## src/rtl/uart_sdb_consts.svh

```systemverilog
// Offsets, field positions and reset values of the serial port.
// Assumes inclusion by bare name from rtl/.
`ifndef UART_SDB_CONSTS_SVH
`define UART_SDB_CONSTS_SVH
`define OFS_CONTROL 8'h00
`define OFS_STATUS 8'h0c
`define OFS_DATA 8'h10
`define OFS_BAUD 8'h14
`define OFS_GTP 8'h18
`define CTL_PORT_EN 0
`define CTL_RX_EN 1
`define CTL_TX_EN 2
`define CTL_PAR_ODD 3
`define CTL_PAR_EN 4
`define CTL_WORD9 5
`define CTL_IDLE_IE 8
`define CTL_RXF_IE 9
`define CTL_TXE_IE 10
`define CTL_TXC_IE 11
`define CTL_IR_EN 12
`define CTL_IR_LP 13
`define CTL_SC_EN 14
`define ST_IDLE 6
`define ST_TXE 7
`define ST_TXC 8
`define ST_RXF 9
`define ST_ORE 13
`define STATUS_RESET 16'h0180
`endif

```

## src/rtl/uart_sdb_pkg.sv

```systemverilog
// Types shared by the serial port design.
// Assumes the constants header is compiled alongside.
package uart_sdb_pkg;
   typedef enum logic [1:0] {TX_IDLE, TX_SHIFT} tx_state_t;
   typedef enum logic [1:0] {RX_IDLE, RX_START, RX_DATA} rx_state_t;
   typedef struct packed {
      logic [15:0] ctl;
      logic [15:0] baud;
      logic [7:0] psc;
      logic txe, tx_complete_flag, rxf, ore, idle, idle_arm, sts_rd;
      logic [8:0] tx_buf, rx_buf;
      tx_state_t tx_st;
      logic [10:0] tx_sh;
      logic [3:0] tx_cnt;
      logic [15:0] tx_bc;
      logic [4:0] tx_fr;
      rx_state_t rx_st;
      logic [9:0] rx_sh;
      logic [3:0] rx_cnt;
      logic [15:0] rx_bc;
      logic [4:0] rx_fr;
      logic [3:0] idle_cnt;
      logic txd;
      logic [7:0] lp_cnt;
      logic lp_clk;
      logic [5:0] sc_cnt;
      logic sc_clk;
      logic irq;
      logic [31:0] rdata;
   } state_t;
endpackage

```

## src/rtl/uart_sdb.sv

```systemverilog
// Serial port: status flags, data register, baud divider and prescaler.
// Assumes a synchronous register port and a synchronous receive pin.
// Function
// - Receive full sets on buffer load, interrupts
// - Receive full clears on zero write, read
// - Transmit complete is one after reset
// - Transmit complete sets at end, empty buffer
// - Transmit empty sets on reset, shift load
// - Transmit empty clears on data write
// - Idle flag after one idle frame
// - Idle clears on status then data read
// - Idle rearms only after new received word
// - Data register is nine bits wide
// - Parity replaces top transmitted bit
// - Baud writes ignored while port enabled
// - Baud counters stop while direction disabled
// - Divider: integer 15:4, fraction 3:0
// - Low-power clock divides by prescaler value
// - Card clock divides by twice prescaler bits 4:0
// - Receive-full enable also gates overrun
// - Low-power select gates prescaler clock
//
// Implementation choice: the plain strobed port.
`include "uart_sdb_consts.svh"
`timescale 1ns/10ps
`default_nettype none
module uart_sdb
   import uart_sdb_pkg::*;
(
   input wire logic sys_clk_i,
   input wire logic rst_i,
   input wire logic [7:0] addr_i,
   input wire logic [31:0] wdata_i,
   input wire logic wr_i,
   input wire logic rd_i,
   output logic [31:0] rdata_o,
   input wire logic rxd_i,
   output logic txd_o,
   output logic irq_o,
   output logic lp_clk_o,
   output logic card_clk_o
);

   state_t q, d;

   // -------------------------------------------------------------
   // Helpers
   // -------------------------------------------------------------
   // One fractional baud step: returns wrap flag in bit 21.
   function automatic logic [21:0] baud_step(input logic [15:0] bc,
      input logic [4:0] fr, input logic [15:0] div);
      logic [15:0] lim;
      logic [4:0] nf;
      lim = {4'h0, div[15:4]};
      nf = 5'h0;
      if (bc + 16'h0001 >= lim + {15'h0, fr[4]})
      begin
         // Carry the fraction so the mean period is div/16.
         nf = {1'b0, fr[3:0]} + {1'b0, div[3:0]};
         baud_step = {1'b1, 16'h0000, nf};
      end
      else
      begin
         baud_step = {1'b0, bc + 16'h0001, fr};
      end
   endfunction

   function automatic logic parity(input logic [8:0] v, input logic w9,
      input logic odd);
      parity = (w9 ? ^v[7:0] : ^v[6:0]) ^ odd;
   endfunction

   // -------------------------------------------------------------
   // Next state
   // -------------------------------------------------------------
   always_comb
   begin
      logic [21:0] ts, rs;
      logic tx_tick, rx_tick, w9, rx_load, shift_load, frame_done;
      logic [8:0] wv;
      logic [3:0] nbits;
      ts = 22'h0;
      rs = 22'h0;
      tx_tick = 1'b0;
      rx_tick = 1'b0;
      rx_load = 1'b0;
      shift_load = 1'b0;
      frame_done = 1'b0;
      wv = 9'h0;
      d = q;
      w9 = q.ctl[`CTL_WORD9];
      nbits = w9 ? 4'ha : 4'h9;

      // Baud counters freeze while their direction is off.
      if (q.ctl[`CTL_TX_EN] && q.tx_st == TX_SHIFT)
      begin
         ts = baud_step(q.tx_bc, q.tx_fr, q.baud);
         tx_tick = ts[21];
         d.tx_bc = ts[20:5];
         d.tx_fr = ts[4:0];
      end
      if (q.ctl[`CTL_RX_EN])
      begin
         rs = baud_step(q.rx_bc, q.rx_fr, q.baud);
         rx_tick = rs[21];
         d.rx_bc = rs[20:5];
         d.rx_fr = rs[4:0];
      end

      // Transmitter.
      unique case (q.tx_st)
         TX_IDLE:
         begin
            d.txd = 1'b1;
            if (!q.txe && q.ctl[`CTL_TX_EN] && q.ctl[`CTL_PORT_EN])
            begin
               d.tx_sh = {1'b1, q.tx_buf, 1'b0};
               if (!w9)
               begin
                  d.tx_sh = {2'b11, q.tx_buf[7:0], 1'b0};
               end
               d.tx_st = TX_SHIFT;
               d.tx_cnt = 4'h0;
               d.tx_bc = 16'h0;
               d.tx_fr = 5'h0;
               d.txd = 1'b0;
               shift_load = 1'b1;
            end
         end
         TX_SHIFT:
         begin
            if (tx_tick)
            begin
               d.tx_sh = {1'b1, q.tx_sh[10:1]};
               d.txd = q.tx_sh[1];
               d.tx_cnt = q.tx_cnt + 4'h1;
               if (q.tx_cnt == nbits)
               begin
                  d.tx_st = TX_IDLE;
                  d.txd = 1'b1;
                  frame_done = 1'b1;
               end
            end
         end
         default:
         begin
            d.tx_st = TX_IDLE;
         end
      endcase

      // Receiver: samples once per bit after the start edge.
      unique case (q.rx_st)
         RX_IDLE:
         begin
            if (!rxd_i && q.ctl[`CTL_RX_EN])
            begin
               d.rx_st = RX_START;
               // Start half a bit in, so that every later tick lands mid-bit.
               d.rx_bc = {5'h0, q.baud[15:5]};
               d.rx_fr = 5'h0;
               d.rx_cnt = 4'h0;
            end
         end
         RX_START:
         begin
            if (rx_tick)
            begin
               d.rx_st = RX_DATA;
            end
         end
         RX_DATA:
         begin
            if (rx_tick)
            begin
               d.rx_sh = {rxd_i, q.rx_sh[9:1]};
               d.rx_cnt = q.rx_cnt + 4'h1;
               if (q.rx_cnt == nbits - 4'h1)
               begin
                  d.rx_st = RX_IDLE;
                  rx_load = 1'b1;
               end
            end
         end
         default:
         begin
            d.rx_st = RX_IDLE;
         end
      endcase
      if (!q.ctl[`CTL_RX_EN])
      begin
         d.rx_st = RX_IDLE;
      end

      // Idle line: a frame's worth of high bit times.
      if (q.rx_st != RX_IDLE || !rxd_i)
      begin
         d.idle_cnt = 4'h0;
      end
      else if (rx_tick && q.idle_arm)
      begin
         d.idle_cnt = q.idle_cnt + 4'h1;
      end

      // -----------------------------------------------------------
      // Register writes (flags are set afterwards, set wins)
      // -----------------------------------------------------------
      d.sts_rd = q.sts_rd;
      if (wr_i)
      begin
         unique case (addr_i)
            `OFS_CONTROL: d.ctl = wdata_i[15:0];
            `OFS_STATUS:
            begin
               if (!wdata_i[`ST_RXF])
               begin
                  d.rxf = 1'b0;
               end
               if (!wdata_i[`ST_TXC])
               begin
                  d.tx_complete_flag = 1'b0;
               end
            end
            `OFS_DATA:
            begin
               wv = wdata_i[8:0];
               if (q.ctl[`CTL_PAR_EN])
               begin
                  if (w9)
                  begin
                     wv[8] = parity(wv, 1'b1, q.ctl[`CTL_PAR_ODD]);
                  end
                  else
                  begin
                     wv[7] = parity(wv, 1'b0, q.ctl[`CTL_PAR_ODD]);
                  end
               end
               d.tx_buf = wv;
               d.txe = 1'b0;
            end
            `OFS_BAUD:
            begin
               if (!q.ctl[`CTL_PORT_EN])
               begin
                  d.baud = wdata_i[15:0];
               end
            end
            `OFS_GTP: d.psc = wdata_i[7:0];
            default: d.sts_rd = q.sts_rd;
         endcase
      end

      d.rdata = 32'h0;
      if (rd_i)
      begin
         unique case (addr_i)
            `OFS_CONTROL: d.rdata = {16'h0, q.ctl};
            `OFS_STATUS:
            begin
               d.rdata[`ST_IDLE] = q.idle;
               d.rdata[`ST_TXE] = q.txe;
               d.rdata[`ST_TXC] = q.tx_complete_flag;
               d.rdata[`ST_RXF] = q.rxf;
               d.rdata[`ST_ORE] = q.ore;
               d.sts_rd = 1'b1;
            end
            `OFS_DATA:
            begin
               d.rdata = {23'h0, q.rx_buf};
               d.rxf = 1'b0;
               if (q.sts_rd)
               begin
                  d.idle = 1'b0;
                  d.ore = 1'b0;
               end
               d.sts_rd = 1'b0;
            end
            `OFS_BAUD: d.rdata = {16'h0, q.baud};
            `OFS_GTP: d.rdata = {24'h0, q.psc};
            default: d.rdata = 32'h0;
         endcase
      end

      // -----------------------------------------------------------
      // Hardware flag sets
      // -----------------------------------------------------------
      if (shift_load)
      begin
         d.txe = 1'b1;
      end
      if (frame_done && (q.txe || shift_load))
      begin
         d.tx_complete_flag = 1'b1;
      end
      if (rx_load)
      begin
         d.rx_buf = w9 ? q.rx_sh[9:1] : {1'b0, q.rx_sh[9:2]};
         if (q.rxf)
         begin
            d.ore = 1'b1;
         end
         d.rxf = 1'b1;
         d.idle_arm = 1'b1;
      end
      if (q.idle_arm && q.idle_cnt == nbits + 4'h1)
      begin
         d.idle = 1'b1;
         d.idle_arm = 1'b0;
         d.idle_cnt = 4'h0;
      end

      d.irq = (q.rxf && q.ctl[`CTL_RXF_IE])
         || (q.ore && q.ctl[`CTL_RXF_IE])
         || (q.tx_complete_flag && q.ctl[`CTL_TXC_IE])
         || (q.txe && q.ctl[`CTL_TXE_IE])
         || (q.idle && q.ctl[`CTL_IDLE_IE]);

      // -----------------------------------------------------------
      // Prescaler clocks
      // -----------------------------------------------------------
      // A zero prescaler is reserved; it simply stops the clock.
      d.lp_clk = 1'b0;
      if (q.ctl[`CTL_IR_EN] && q.ctl[`CTL_IR_LP] && q.psc != 8'h00)
      begin
         // Divide by psc: high for one cycle every psc cycles.
         if (q.lp_cnt + 8'h01 >= q.psc)
         begin
            d.lp_cnt = 8'h00;
            d.lp_clk = 1'b1;
         end
         else
         begin
            d.lp_cnt = q.lp_cnt + 8'h01;
         end
      end
      else
      begin
         d.lp_cnt = 8'h00;
      end
      if (q.ctl[`CTL_SC_EN] && q.psc[4:0] != 5'h00)
      begin
         // Toggle every psc[4:0] cycles: divide by twice psc[4:0].
         if (q.sc_cnt + 6'h01 >= {1'b0, q.psc[4:0]})
         begin
            d.sc_cnt = 6'h00;
            d.sc_clk = ~q.sc_clk;
         end
         else
         begin
            d.sc_cnt = q.sc_cnt + 6'h01;
         end
      end
      else
      begin
         d.sc_cnt = 6'h00;
         d.sc_clk = 1'b0;
      end
   end

   // -------------------------------------------------------------
   // State register
   // -------------------------------------------------------------
   always_ff @(posedge sys_clk_i or posedge rst_i)
   begin
      if (rst_i)
      begin
         q <= '0;
         q.txe <= 1'b1;
         q.tx_complete_flag <= 1'b1;
         q.txd <= 1'b1;
         q.idle_arm <= 1'b1;
      end
      else
      begin
         q <= d;
      end
   end

   assign rdata_o = q.rdata;
   assign txd_o = q.txd;
   assign irq_o = q.irq;
   assign lp_clk_o = q.lp_clk;
   assign card_clk_o = q.sc_clk;
endmodule
`default_nettype wire

```

## config.mk

```make
export PLATFORM = sky130hd
export DESIGN_NAME = uart_sdb
export DESIGN_NICKNAME = d
export VERILOG_FILES = /design/src/rtl/uart_sdb_pkg.sv /design/src/rtl/uart_sdb.sv
export VERILOG_INCLUDE_DIRS = /design/src /design/src/rtl
export SDC_FILE = /design/constraint.sdc
export NUM_CORES = 1
export LEC_CHECK = 0
export ABC_CLOCK_PERIOD_IN_PS = 5900
export BUFFER_PORTS_ARGS = -buffer_cell sky130_fd_sc_hd__buf_2
export CAP_MARGIN = 0
export CORE_ASPECT_RATIO = 0.7
export CORE_MARGIN = 8
export CORE_UTILIZATION = 40
export CTS_BUF_LIST = sky130_fd_sc_hd__clkbuf_4 sky130_fd_sc_hd__clkbuf_8
export DETAILED_ROUTE_END_ITERATION = 8
export SYNTH_ARGS = -nofsm -noshare
export SYNTH_HDL_FRONTEND = slang
export SYNTH_SLANG_ARGS = --single-unit
```

## constraint.sdc

```tcl
create_clock -name sys_clk_i -period 5.9 [get_ports sys_clk_i]
set_input_delay 0.295 -clock sys_clk_i [delete_from_list [all_inputs] [get_ports sys_clk_i]]
set_output_delay 0.295 -clock sys_clk_i [all_outputs]
set_load 0.02 [all_outputs]
```

Word level (Yosys, flattened, before mapping)
Cells that the tools add are included.
- flip-flop bits (word level): 194
- output and inout bits: 36
- logic and storage cells: 198
- add/subtract/negate cells: 13
- magnitude comparators: 4
- equal/unequal tests: 21
- mux-type cells: 71
- bitwise logic cells: 4
- reduce and logical (&&, ||, !) cells: 55
- operator list (operator ; count):
    21-bit 2-to-1 mux ; 4
    22-bit 2-to-1 mux ; 2
    38-bit 2-to-1 mux ; 1
    16-bit by 1-bit adder with 16-bit output (second input constant) ; 2
    16-bit by 13-bit greater-or-equal comparator with 1-bit output ; 2
    16-bit 2-to-1 mux ; 2
    15-bit one-hot mux with 2 select lines ; 1
    12-bit by 1-bit adder with 13-bit output ; 2
    1-bit 2-to-1 mux ; 26
    25-bit 2-to-1 mux ; 1
    8-bit by 5-bit == test with 1-bit output (second input constant) ; 3
    6-bit one-hot mux with 4 select lines ; 1
    2-bit 2-to-1 mux ; 11
    2-bit nonzero test ; 11
    4-bit one-hot mux with 5 select lines ; 1
    3-bit AND reduction ; 6
    17-bit 2-to-1 mux ; 1
    4-bit by 1-bit adder with 4-bit output (second input constant) ; 4
    8-bit 2-to-1 mux ; 2
    1-bit logical AND ; 15
    4-bit == test ; 3
    4-bit 2-to-1 mux ; 3
    3-bit != test (second input constant) ; 4
    2-bit AND reduction ; 6
    34 further kinds ; 54

Longest topological paths before layout
- depth in word-level cells: 9
- mapped depth: 17
- gate-level depth less buffers: 14

Worst setup path after synthesis
OpenSTA, ideal clock, no wires.
- kind: register to register
- from: reg q[61] (netlist name)
- to: reg q[80] (netlist name)
- setup time: 0.125 ns
- data arrival time: 3.284 ns
- required time: 5.775 ns
- slack: 2.492 ns
- stages on the path, launching flop included: 17
- clock period less this slack: 3.408 ns
- path through: dfrtp_1 buf_2 nand3_2 or2_2 clkbuf_1 nor2_1 nand3_1 xnor2_1 ha_1 and4_1 o211ai_1 nor4_1 a311o_1 buf_4 o21ai_4 buf_6 mux2_2
- word-level cells in the longest chain between the ends: 5
- ends and longest elaborated chain (item ; line ; RTL):
    start: declaration ; uart_sdb.sv:44 ; state_t q, d;
    16-bit by 1-bit adder with 16-bit output ; uart_sdb.sv:56 ; if (bc + 16'h0001 >= lim + {15'h0, fr[4]})
    16-bit by 13-bit greater-or-equal comparator with 1-bit output ; uart_sdb.sv:56 ;
    22-bit 2-to-1 mux ; uart_sdb.sv:56 ;
    1-bit 2-to-1 mux ; uart_sdb.sv:102 ; if (q.ctl[`CTL_RX_EN])
    2-bit AND reduction (no line) ; - ;
No other way between the ends.
A chain may end at the register's enable or synchronous reset.

==> impl_metrics.json <==
{
  "status": "finished clean",
  "grt_max_degree": 176,
  "worstMarginPinSlew_ns": 1.15,
  "final_nets": 1136,
  "finalMaxSlewViolations": 0,
  "yosysMostFrequentCell": "dfrtp_1",
  "die_h_um": 149,
  "antenna_found_initial": 1,
  "die_w_um": 206,
  "cts_buffers": 17,
  "grt_pass1_wl_um": 39100,
  "worstSetupPathType": "reg -> reg",
  "required_ns": 6.27,
  "grt_pass1_vias": 7366,
  "p_leak_nw": 5.08,
  "initial_core_util_pct": 40.8,
  "vias_per_cell": 5.30,
  "ios": 81,
  "synth-edff-count": 0,
  "synth.ff_latch_count": 175,
  "root_buffer": "clkbuf_8",
  "rsz0062_at_grt": "false",
  "postCtsSetupBuffers": 0,
  "cts_tree": "built",
  "seq_area_frac_synth_pct": 43.4,
  "fin_util_pct": 43.4,
  "worst_hold_path_type": "in -> async",
  "drt_iter0_drc": 544,
  "hold_buffers": 0,
  "synthDominantAreaCellType": "dfrtp_1",
  "cap_violations": 0,
  "drc_errors": 0,
  "wl_per_cell_um": 17.1,
  "path_clk_slew_ns": 0.10,
  "fin_crit_sh_pct": 68.8,
  "setup_viol": 0,
  "fmax_mhz": 246,
  "antenna_left": 0,
  "path_max_fanout": 16,
  "ys.flop_type": "dfrtp_1",
  "wirelength_um": 23400,
  "power_density_nw_per_um2": 248,
  "htreeDepth": 4,
  "cts.sinks": 175,
  "finalClockSkew_ns": 0.0158,
  "n_fill_cell": 2382,
  "ys_types": 70,
  "ys_top_cells_by_count": "171 x dfrtp_1, 107 x nand2_1, 84 x o21ai_0",
  "die_area_um2": 30700,
  "async_reset_ff_share_pct": 100,
  "cts_resized": 0,
  "grt_overflow": 0,
  "cp-start-kind": "flip-flop",
  "fin_setup_tns_ns": 0,
  "worst_slew_margin_rel_pct": 23.4,
  "reg2reg_setup_slack_ns": 1.84,
  "cts.path.max_buffers": 2,
  "yosys_warnings": 0,
  "areaGrowthSynthToFinish_pct": 6.42,
  "dp_hpwl_um": 16600,
  "crit_path_end_kind": "flip-flop",
  "ir_drop_uv": 199,
  "globalplace.congestion": 0.779,
  "portBuffers": 48,
  "syn_area_per_cell_um2": 9.83,
  "hold_viol": 0,
  "vias": 7266,
  "rows": 48,
  "fin_crit_ns": 4.06,
  "insertion_delay_ns": 0.47,
  "grt_use_total_pct": 15.9,
  "syn_area_um2": 10100,
  "synth_top_area_share_pct": 42.4,
  "layout-drive-gt1-share_pct": 15.1,
  "arrival_ns": 4.43,
  "dr.pass1.iters": 5,
  "synthesis.instances": 1027,
  "synth.area.top_cells": "dfrtp_1 42%, ha_1 7.2%, mux2_2 5.6%, o21ai_0 4.2%, nand2_1 4.0%",
  "core_um2": 24700
}
## kinds of logic after synthesis
family / share of synthesized area (%)
buf+inv: 5.97
flops: 43.4
compound gates: 12.5
fa+ha+maj: 7.58
other cells: 0.0371
mux: 7.85
simple gates: 16.6
xor+xnor: 6.07
## registers in the layout, indices dropped and copies added, names as in the netlist
register    count
q             155
rdata_o        16
card_clk_o      1
irq_o           1
lp_clk_o        1
txd_o           1
## through the flow
| step | area, um^2 | setup slack [ns] | hold slack, ns | total power (W) | instances |
|---|---|---|---|---|---|
| floorplan | 10200 | 0.866 | 0.412 | 0.00175 | 1043 |
| global placement | 10400 | 1.91 | 0.454 | 0.00185 | 1337 |
| detailed placement | 10400 | 1.88 | 0.464 | 0.00187 | 1337 |
| CTS | 10700 | 1.86 | 0.0327 | 0.00268 | 1369 |
| global route | 10700 | 1.48 | 0.0442 | 0.00282 | 1370 |
| finish | 10700 | 1.84 | 0.00916 | 0.00266 | 1370 |
## power by group
part / internal (W) / switching, W / leakage, nW
clock network: 0.000340 / 0.000481 / 0.194
logic: 0.000196 / 0.000275 / 2.55
registers: 0.00127 / 0.0000977 / 2.34
## critical path, cell delays in order (launching register included)
cell,delay [ns]
dfrtp_1,0.50
ha_1,0.26
ha_1,0.20
nand2_1,0.11
nor2_1,0.24
nand2_1,0.11
xor2_1,0.15
ha_1,0.30
and4_1,0.23
o211ai_1,0.10
nor4_1,0.08
a311o_1,0.53
nor2_2,0.63
nor3_1,0.21
a32o_1,0.30
## layout by cell type, fill, tap and decap left out, drive strengths merged, types with 29 or more instances in the layout
cell type / netlist / routed
nor2: 60 / 60
nand3: 46 / 46
inv: 27 / 32
a21oi: 35 / 35
ha: 58 / 58
xor2: 29 / 29
nand2: 108 / 108
buf: 49 / 54
dfrtp: 171 / 171
o21ai: 86 / 86
mux2: 50 / 50
nor2b: 29 / 29
xnor2: 41 / 41
## final timing paths
kind                                  start  endpoint  cells past startpoint
worst min register to register       q[126]    q[126]                      1
worst max-delay path                 q[166]    q[150]                     14
min in group sys_clk_i          wdata_i[11]    q[173]                      3
worst max register to register       q[166]    q[150]                     14
max in group asynchronous             rst_i    q[193]                      3
worst min-delay path                  rst_i     q[41]                      3
## per-layer routing
metal  GRT usage (%)  vias up  wire (um)
met4            4.32        0        198
met2            23.5      143      10400
met1            22.8     3536      11500
met3            3.73       15       1290
li1                -     3572          -
met5               0        -          0
## final cells by class
type / instances / area (um^2) / share of cell area [%]
clock buffer: 17 / 234 / 2.18
timing repair buffer: 54 / 298 / 2.77
inverter: 27 / 106 / 0.990
clock inverter: 15 / 134 / 1.25
sequential: 175 / 4380 / 40.8
tap: 325 / 407 / 3.78
multi-input combinational: 756 / 5180 / 48.2
antenna: 1 / 2.50 / 0.0233
(Power assumes the default switching activity.)
